### src/verilog/flash_host_pkg.sv
package flash_host_pkg;

	// Command codes written to the device, and the value an erased byte reads back as
	localparam logic [7:0] CMD_READ       = 8'h00;
	localparam logic [7:0] CMD_IDENT      = 8'h90;
	localparam logic [7:0] CMD_ERASE      = 8'h20;
	localparam logic [7:0] CMD_ERASE_CHK  = 8'hA0;
	localparam logic [7:0] CMD_PROG       = 8'h40;
	localparam logic [7:0] CMD_PROG_CHK   = 8'hC0;
	localparam logic [7:0] CMD_RESET      = 8'hFF;
	localparam logic [7:0] ERASED_BYTE    = 8'hFF;

	// Identifier locations
	localparam logic [17:0] ID_MAKER_LOC  = 18'h00000;
	localparam logic [17:0] ID_PART_LOC   = 18'h00001;

	// Bus timing: each strobe phase lasts this long
	localparam int PHASE_NS     = 100;
	localparam int CLK_NS       = 20;
	localparam int PHASE_CYC    = (PHASE_NS + CLK_NS - 1) / CLK_NS;
	// Program and erase pulse lengths
	localparam int PROG_US      = 10;
	localparam int ERASE_MS     = 10;
	localparam int PROG_CYC     = PROG_US * 1000 / CLK_NS;
	localparam int ERASE_CYC    = ERASE_MS * 1000000 / CLK_NS;
	localparam int CNT_W        = 20;

	typedef enum logic [2:0]
	{
		OP_READ  = 3'h0,
		OP_IDENT = 3'h1,
		OP_PROG  = 3'h2,
		OP_ERASE = 3'h3,
		OP_ABORT = 3'h4
	} op_t;

	typedef struct packed
	{
		op_t         op;
		logic [17:0] addr;
		logic [7:0]  data;
	} req_t;

	typedef struct packed
	{
		logic        ok;
		logic [17:0] addr;
		logic [7:0]  data;
	} rsp_t;

endpackage : flash_host_pkg

### src/verilog/flash_host.sv
`timescale 1ns/1ps
module flash_host #(
	parameter int ADDR_W    = 18,
	parameter int LAST_ADDR = 262143,
	parameter int MAX_TRY   = 25,
	parameter int PROG_CYC  = flash_host_pkg::PROG_CYC,
	parameter int ERASE_CYC = flash_host_pkg::ERASE_CYC
) (
	input  wire logic                  clk,
	input  wire logic                  rst,
	input  wire flash_host_pkg::req_t  req,
	input  wire logic                  reqValid,
	output logic                       reqReady,
	output flash_host_pkg::rsp_t       rsp,
	output logic                       rspValid,
	input  wire logic                  supplyHigh,
	output logic                       chipSelN,
	output logic                       writeStrobeN,
	output logic                       readStrobeN,
	output logic [17:0]                addrOut,
	output logic [7:0]                 dataOut,
	output logic                       dataOe,
	input  wire logic [7:0]            dataIn
);
	initial
	begin
		if (ADDR_W != 18 || MAX_TRY < 1 || PROG_CYC < 1 || ERASE_CYC < 1
			|| ERASE_CYC >= (1 << flash_host_pkg::CNT_W))
			$error("flash_host: unsupported parameters");
	end

	typedef enum logic [9:0]
	{
		S_IDLE  = 10'h001,
		S_CMD1  = 10'h002,
		S_CMD2  = 10'h004,
		S_WAIT  = 10'h008,
		S_CHK   = 10'h010,
		S_READ  = 10'h020,
		S_READ2 = 10'h040,
		S_EXIT  = 10'h080,
		S_DONE  = 10'h100,
		S_FAIL  = 10'h200
	} state_t;

	////////////////////////////////////////////////////////////////
	// Input synchronisers
	logic       supMeta_ff, sup_ff;
	logic [7:0] dinMeta_ff, din_ff;
	always_ff @(posedge clk or posedge rst)
	begin
		if (rst)
		begin
			supMeta_ff <= 1'b0;
			sup_ff     <= 1'b0;
			dinMeta_ff <= 8'h00;
			din_ff     <= 8'h00;
		end
		else
		begin
			supMeta_ff <= supplyHigh;
			sup_ff     <= supMeta_ff;
			dinMeta_ff <= dataIn;
			din_ff     <= dinMeta_ff;
		end
	end

	////////////////////////////////////////////////////////////////
	// Bus cycle engine: one write or read of PHASE_CYC low + high
	logic        busGo, busWr, busDone;
	logic [7:0]  busData;
	logic [17:0] busAddr;
	logic [3:0]  phase_ff;
	logic        busy_ff, low_ff;
	logic [7:0]  rdByte_ff;
	always_ff @(posedge clk or posedge rst)
	begin
		if (rst)
		begin
			busy_ff      <= 1'b0;
			low_ff       <= 1'b0;
			phase_ff     <= 4'h0;
			chipSelN     <= 1'b1;
			writeStrobeN <= 1'b1;
			readStrobeN  <= 1'b1;
			addrOut      <= 18'h00000;
			dataOut      <= 8'h00;
			dataOe       <= 1'b1;
			rdByte_ff    <= 8'h00;
		end
		else if (busGo && !busy_ff)
		begin
			busy_ff      <= 1'b1;
			low_ff       <= 1'b1;
			phase_ff     <= 4'(flash_host_pkg::PHASE_CYC);
			chipSelN     <= 1'b0;
			writeStrobeN <= !busWr;
			readStrobeN  <= busWr;
			addrOut      <= busAddr;
			dataOut      <= busData;
			dataOe       <= !busWr;
		end
		else if (busy_ff)
		begin
			if (phase_ff != 4'h1)
				phase_ff <= phase_ff - 4'h1;
			else if (low_ff)
			begin
				// Take read data while the device still drives it
				rdByte_ff    <= din_ff;
				low_ff       <= 1'b0;
				phase_ff     <= 4'(flash_host_pkg::PHASE_CYC);
				writeStrobeN <= 1'b1;
				readStrobeN  <= 1'b1;
			end
			else
			begin
				busy_ff  <= 1'b0;
				chipSelN <= 1'b1;
				dataOe   <= 1'b1;
			end
		end
	end
	assign busDone = busy_ff && !low_ff && phase_ff == 4'h1;

	////////////////////////////////////////////////////////////////
	// Operation sequencer
	state_t            state_ff;
	flash_host_pkg::op_t op_ff;
	logic [17:0]       addr_ff;
	logic [7:0]        data_ff;
	logic [7:0]        try_ff;
	logic [2:0]        step_ff;
	logic [flash_host_pkg::CNT_W-1:0] wait_ff;
	logic              sentGo_ff;

	always_comb
	begin
		busGo   = 1'b0;
		busWr   = 1'b1;
		busAddr = addr_ff;
		busData = flash_host_pkg::CMD_READ;
		case (state_ff)
			S_CMD1:
			begin
				busGo = !sentGo_ff;
				case (op_ff)
					flash_host_pkg::OP_IDENT: busData = flash_host_pkg::CMD_IDENT;
					flash_host_pkg::OP_PROG:  busData = flash_host_pkg::CMD_PROG;
					flash_host_pkg::OP_ERASE: busData = flash_host_pkg::CMD_ERASE;
					flash_host_pkg::OP_ABORT: busData = flash_host_pkg::CMD_RESET;
					default:                  busData = flash_host_pkg::CMD_READ;
				endcase
			end
			S_CMD2:
			begin
				busGo   = !sentGo_ff;
				busData = (op_ff == flash_host_pkg::OP_PROG) ? data_ff
					: (op_ff == flash_host_pkg::OP_ERASE)
					? flash_host_pkg::CMD_ERASE
					: flash_host_pkg::CMD_RESET;
			end
			S_CHK:
			begin
				busGo   = !sentGo_ff;
				busData = (op_ff == flash_host_pkg::OP_PROG)
					? flash_host_pkg::CMD_PROG_CHK
					: flash_host_pkg::CMD_ERASE_CHK;
			end
			S_READ:
			begin
				busGo   = !sentGo_ff;
				busWr   = 1'b0;
				busAddr = (op_ff == flash_host_pkg::OP_IDENT)
					? flash_host_pkg::ID_MAKER_LOC : addr_ff;
			end
			S_READ2:
			begin
				busGo   = !sentGo_ff;
				busWr   = 1'b0;
				busAddr = flash_host_pkg::ID_PART_LOC;
			end
			S_EXIT:
			begin
				busGo   = !sentGo_ff;
				busData = flash_host_pkg::CMD_READ;
			end
			default: ;
		endcase
	end

	always_ff @(posedge clk or posedge rst)
	begin
		if (rst)
		begin
			state_ff  <= S_IDLE;
			op_ff     <= flash_host_pkg::OP_READ;
			addr_ff   <= 18'h00000;
			data_ff   <= 8'h00;
			try_ff    <= 8'h00;
			step_ff   <= 3'h0;
			wait_ff   <= '0;
			sentGo_ff <= 1'b0;
			reqReady  <= 1'b0;
			rspValid  <= 1'b0;
			rsp       <= '0;
		end
		else
		begin
			rspValid <= 1'b0;
			if (busGo && !busy_ff)
				sentGo_ff <= 1'b1;
			if (busDone)
				sentGo_ff <= 1'b0;
			case (state_ff)
				S_IDLE:
				begin
					reqReady <= sup_ff && !busy_ff;
					if (reqValid && reqReady && sup_ff)
					begin
						reqReady <= 1'b0;
						op_ff    <= req.op;
						addr_ff  <= req.addr;
						data_ff  <= req.data;
						try_ff   <= 8'h00;
						state_ff <= S_CMD1;
					end
				end
				S_CMD1:
					if (busDone)
						state_ff <= (op_ff == flash_host_pkg::OP_READ)
							? S_READ
							: (op_ff == flash_host_pkg::OP_IDENT) ? S_READ : S_CMD2;
				S_CMD2:
					if (busDone)
					begin
						if (op_ff == flash_host_pkg::OP_ABORT)
							state_ff <= S_EXIT;
						else
						begin
							try_ff   <= try_ff + 8'h01;
							wait_ff  <= (op_ff == flash_host_pkg::OP_PROG)
								? flash_host_pkg::CNT_W'(PROG_CYC)
								: flash_host_pkg::CNT_W'(ERASE_CYC);
							state_ff <= S_WAIT;
						end
					end
				S_WAIT:
					if (wait_ff <= 1)
						state_ff <= S_CHK;
					else
						wait_ff <= wait_ff - 1'b1;
				S_CHK:
					if (busDone)
						state_ff <= S_READ;
				S_READ:
					if (busDone)
					begin
						rsp.data <= rdByte_ff;
						rsp.addr <= addr_ff;
						if (op_ff == flash_host_pkg::OP_IDENT)
							state_ff <= S_READ2;
						else if (op_ff == flash_host_pkg::OP_READ)
						begin
							rsp.ok   <= 1'b1;
							state_ff <= S_DONE;
						end
						else if (op_ff == flash_host_pkg::OP_PROG)
						begin
							if (rdByte_ff == data_ff)
								state_ff <= S_EXIT;
							else if (try_ff >= 8'(MAX_TRY))
								state_ff <= S_FAIL;
							else
								state_ff <= S_CMD1;
						end
						else if (rdByte_ff == flash_host_pkg::ERASED_BYTE)
						begin
							if (addr_ff == 18'(LAST_ADDR))
								state_ff <= S_EXIT;
							else
							begin
								addr_ff  <= addr_ff + 18'h00001;
								state_ff <= S_CHK;
							end
						end
						else if (try_ff >= 8'(MAX_TRY))
							state_ff <= S_FAIL;
						else
							state_ff <= S_CMD1;
					end
				S_READ2:
					if (busDone)
					begin
						rsp.addr <= {rsp.data, rdByte_ff, 2'b00};
						state_ff <= S_EXIT;
					end
				S_EXIT:
					if (busDone)
					begin
						rsp.ok   <= 1'b1;
						state_ff <= S_DONE;
					end
				S_FAIL:
				begin
					rsp.ok   <= 1'b0;
					state_ff <= S_DONE;
				end
				S_DONE:
				begin
					rspValid <= 1'b1;
					state_ff <= S_IDLE;
				end
				default: state_ff <= S_IDLE;
			endcase
			if (!sup_ff && state_ff != S_IDLE && state_ff != S_DONE)
			begin
				rsp.ok   <= 1'b0;
				state_ff <= S_DONE;
			end
		end
	end

	////////////////////////////////////////////////////////////////
	// Checks
	strobe_pair_a: assert property (@(posedge clk) disable iff (rst)
		!writeStrobeN |-> !chipSelN)
		else $error("write strobe without chip select");
	no_write_low_a: assert property (@(posedge clk) disable iff (rst)
		$fell(writeStrobeN) |-> $past(sup_ff))
		else $error("write started with supply low");
	verify_ends_a: assert property (@(posedge clk) disable iff (rst)
		state_ff == S_WAIT && wait_ff <= 1 && sup_ff |=> state_ff == S_CHK)
		else $error("pulse not ended by verify");
	chk_code_a: assert property (@(posedge clk) disable iff (rst)
		state_ff == S_CHK && !writeStrobeN |-> dataOut ==
			((op_ff == flash_host_pkg::OP_PROG) ? flash_host_pkg::CMD_PROG_CHK
			: flash_host_pkg::CMD_ERASE_CHK))
		else $error("bad verify code");
	read_nowrite_a: assert property (@(posedge clk) disable iff (rst)
		!readStrobeN |-> writeStrobeN && dataOe)
		else $error("read overlaps write");
	done_pulse_a: assert property (@(posedge clk) disable iff (rst)
		rspValid |=> !rspValid)
		else $error("response longer than one cycle");
	abort_exit_a: assert property (@(posedge clk) disable iff (rst)
		state_ff == S_CMD2 && op_ff == flash_host_pkg::OP_ABORT && busDone
		&& sup_ff |=> state_ff == S_EXIT)
		else $error("abort without closing command");
	low_supply_a: assert property (@(posedge clk) disable iff (rst)
		!sup_ff |-> ##1 !reqReady)
		else $error("ready with supply low");
	prog_cov: cover property (@(posedge clk) disable iff (rst)
		rspValid && rsp.ok && op_ff == flash_host_pkg::OP_PROG);
	erase_cov: cover property (@(posedge clk) disable iff (rst)
		rspValid && rsp.ok && op_ff == flash_host_pkg::OP_ERASE);
	ident_cov: cover property (@(posedge clk) disable iff (rst)
		rspValid && op_ff == flash_host_pkg::OP_IDENT);

endmodule : flash_host

### config.mk
export PLATFORM = sky130hd
export DESIGN_NAME = flash_host
export DESIGN_NICKNAME = d
export VERILOG_FILES = /design/src/verilog/flash_host_pkg.sv /design/src/verilog/flash_host.sv
export SDC_FILE = /design/constraint.sdc
export NUM_CORES = 1
export LEC_CHECK = 0
export BUFFER_PORTS_ARGS = -buffer_cell sky130_fd_sc_hd__buf_2
export CORE_ASPECT_RATIO = 1.5
export CORE_UTILIZATION = 50
export CTS_CLUSTER_SIZE = 8
export DETAILED_ROUTE_END_ITERATION = 7
export PLACE_DENSITY = 0.84
export SYNTH_ARGS = -nofsm -noshare
export SYNTH_HDL_FRONTEND = slang
export SYNTH_SLANG_ARGS = --single-unit
### constraint.sdc
create_clock -name clk -period 4.6 [get_ports clk]
set_input_delay 0.69 -clock clk [delete_from_list [all_inputs] [get_ports clk]]
set_output_delay 0.69 -clock clk [all_outputs]
set_load 0.01 [all_outputs]
==> reports/metrics.yaml <==
global_route:
  antenna_found_initial: 0
  groute.layer.met3.usage: 0.0528
  grt_pass1_wl_um: 31800
  grt_max_degree: 124
  grtUsageMet2: 0.442
  use_met1: 0.283
  grt_overflow: 0
  grt_busiest_layer: "met2"
  grt_usage: 0.251
  grt_pass1_vias: 6380
timing:
  fin_crit_sh: 0.680
  max_freq_mhz: 320
  fin_crit_ps: 3130
  rsz0062_at_grt: "no"
  slew_headroom: 0.176
  timing.setup.tns_ps: 0
  setup_violations: 0
  slew_viol_final: 0
  finalHoldViolCount: 0
  worst_pin_slew_ps: 1230
  finalClockSkew_ps: 10.1
setup_path:
  cp_max_fo: 17
  required_ps: 4960
  crit_path_start_kind: "flip-flop"
  worstSetupPathType: "flip-flop to flip-flop"
  worstPathArrival_ps: 3480
  end_kind: "flip-flop"
logic_synthesis:
  syn_area_per_cell_sq_um: 9.60
  ys_seq_elements: 159
  synth_nets: 866
  ys_types: 78
  synth_area_sq_um: 7840
  yosysSeqAreaShare: 0.508
  synth-main-ff-cell: "dfrtp_1"
  synth_cells: 817
  synth-edff-count: 0
  ys_warn_count: 0
  ys_async_sr_fraction: 1.00
floorplan:
  dieArea_sq_um: 16200
  die_w_um: 104
  row_count: 55
  fp.coreArea_sq_um: 15200
  pin_count: 100
  die_h_um: 155
  start_util: 0.516
power_and_ir_drop:
  leakage_nw: 4.21
  powerDensity_nw_per_um2: 524
  switchingPower_mw: 1.76
  p_int_mw: 2.96
  p_clk_frac: 0.293
  power_mw: 4.73
  p_sw_frac: 0.373
  p_seq_frac: 0.452
  comb_power_share: 0.256
  irDropWorstVdd_mv: 0.258
job:
  cap_violations: 0
drt:
  wl_per_cell_um: 17.5
  routed_wl_um: 19300
  first_pass_iters: 5
  vias: 6452
  ant_nets: 0
  dr.first_iter.drc_count: 578
  avgViaCountPerCell: 5.84
  drc: 0
cells_and_area:
  multi_input_area_sq_um: 3550
  fillers: 1256
  drive_gt1_frac: 0.209
  fin_nets: 942
  syn2layout_area_growth_pct: 15.0
  regArea_sq_um: 3990
  diodes: 0
placement:
  dp_hpwl_um: 13800
  routabilityCongestion: 0.918
  port_buffers: 99
clock_network:
  clk_latency_ps: 440
  cts_tree: "yes"
  root_buffer: "clkbuf_16"
  cts_max_level: 4
  ctsResizeCount: 0
  cts_buffer_depth: 2
  clk_pin_slew_worst_paths_ps: 70
  cts.sinks: 159
  cts_buffers: 17
  postCtsSetupBuffers: 0
  cts_hold_buffers: 0
run_status:
  status: "complete, no violations"
worst_hold_path:
  min_path_type: "flip-flop to flip-flop"
==> registers in the layout (all words and copies together) (netlist names), 4 cells and up <==
signal / count
dinMeta_ff: 8
dataOut: 8
data_ff: 8
addrOut: 18
state_ff: 10
rdByte_ff: 8
phase_ff: 4
din_ff: 8
rsp: 27
wait_ff: 20
try_ff: 8
addr_ff: 18
==> routing by layer <==
metal / share of wire / vias to the layer above / wire (um)
li1: - / 3054 / -
met1: 0.38 / 3093 / 7380
met2: 0.52 / 241 / 9970
met3: 0.051 / 64 / 991
met4: 0.049 / 0 / 950
met5: 0 / - / 0
==> synth_stat cells (3+ instances only) <==
| master | instances | area (sq um) |
|---|---|---|
| or3_1 | 9 | 56.3 |
| nor3b_1 | 3 | 22.5 |
| a32o_1 | 3 | 30.0 |
| a21oi_1 | 77 | 385 |
| dfrtp_1 | 154 | 3850 |
| o21ai_0 | 55 | 275 |
| xnor2_1 | 18 | 158 |
| nand3_1 | 18 | 90.1 |
| nor4_4 | 4 | 85.1 |
| dfstp_2 | 5 | 131 |
| mux2i_1 | 9 | 90.1 |
| and4_1 | 4 | 35.0 |
| or2_2 | 3 | 18.8 |
| and3_1 | 8 | 50.1 |
| and2_1 | 5 | 31.3 |
| o21a_1 | 6 | 45.0 |
| xor2_1 | 7 | 61.3 |
| or4_1 | 3 | 22.5 |
| a211oi_2 | 3 | 37.5 |
| a31oi_1 | 5 | 31.3 |
| nor2_1 | 67 | 251 |
| buf_1 | 4 | 15.0 |
| nor3_1 | 16 | 80.1 |
| nand2_1 | 115 | 432 |
| nor4_1 | 6 | 37.5 |
| inv_1 | 26 | 97.6 |
| o21ai_1 | 31 | 155 |
| nand2b_1 | 3 | 18.8 |
| nor2b_1 | 3 | 18.8 |
| and4b_1 | 4 | 40.0 |
| o22ai_1 | 16 | 100 |
| mux2_2 | 17 | 191 |
| buf_2 | 22 | 110 |
| clkbuf_1 | 19 | 71.3 |
| nand4_1 | 13 | 81.3 |
| ha_1 | 8 | 100 |
==> through the flow <==
stage / hold slack (ps) / cell area (sq um) / setup slack (ps) / std cells / util
6_report: 351 / 9020 / 1470 / 1105 / 0.593
5_1_grt: 353 / 9020 / 1240 / 1105 / 0.593
4_1_cts: 351 / 9020 / 1480 / 1105 / 0.593
3_5_place_dp: 336 / 8430 / 1500 / 1073 / 0.554
3_3_place_gp: 334 / 8430 / 1650 / 1073 / 0.554
2_1_floorplan: 331 / 7850 / 1900 / 817 / -
==> area by class of cell <==
type | instances | area share
inverters | 26 | 0.0112
multi-input cells | 585 | 0.393
flip-flops and latches | 159 | 0.442
clock buffers | 17 | 0.0472
repair buffers | 104 | 0.0605
clock inverters | 15 | 0.0183
well taps | 199 | 0.0276
==> worst max-delay path, stage by stage (launching register included) <==
cell and delay [ps]:
dfrtp_1 500, nor4_4 610, nand4_1 500, a21oi_1 590, nor2_1 340, or3_1 420
nand3_1 90
==> power by group through the flow <==
stage | sequential (mW) | combinational, mW | clock [mW]
after CTS | 2.13 | 1.21 | 1.40
after global placement | 2.14 | 1.17 | 0
after global routing | 2.18 | 1.34 | 1.46
after detailed placement | 2.15 | 1.20 | 0
after floorplan | 2.01 | 0.918 | 0
final | 2.14 | 1.21 | 1.38
==> cell usage in the layout (no fill, tap or decap), drive strengths merged, types with 3 or more instances in the layout <==
master	count
nand2b	3
inv	34
xor2	7
and3	8
or3	10
nand4	13
mux2	17
nor3b	4
a211oi	4
nor4	12
a21oi	77
mux2i	9
xnor2	18
nand3	19
or4	4
or2	3
and4b	4
o22ai	16
clkinv	5
and4	4
nor2	67
a32o	3
buf	104
ha	8
dfstp	5
a31oi	6
nor3	18
nor2b	3
and2	6
o21a	6
nand2	116
o21ai	86
clkbuf	17
dfrtp	154
==> cell families (layout without fill, tap and decap cells) <==
group                      Yosys count  count (layout)  synth area share
AOI/OAI and AO/OA                  223             223             0.173
xor gates and xnor gates            25              25            0.0279
adders and majority gates            8               8            0.0128
buffers and inverters               73             162            0.0399
DFF                                159             159             0.508
muxes                               26              26            0.0359
and+or+nand+nor                    303             303             0.203
==> worst paths after layout <==
kind | startpoint | end | slack [ps] | cells after the start
max | state_ff[4]$_DFFE_PP0P_ | wait_ff[8]$_DFFE_PP0P_ | 1470 | 6
min | supMeta_ff$_DFF_PP0_ | sup_ff$_DFF_PP0_ | 350 | 0
max reg2reg | state_ff[4]$_DFFE_PP0P_ | wait_ff[8]$_DFFE_PP0P_ | 1470 | 6
min reg2reg | supMeta_ff$_DFF_PP0_ | sup_ff$_DFF_PP0_ | 350 | 0
max in group asynchronous | rst | rdByte_ff[3]$_DFFE_PP0P_ | 3060 | 3
min in group asynchronous | rst | addrOut[1]$_DFFE_PP0P_ | 410 | 2
No activity file was read; power rests on OpenSTA's default activity.
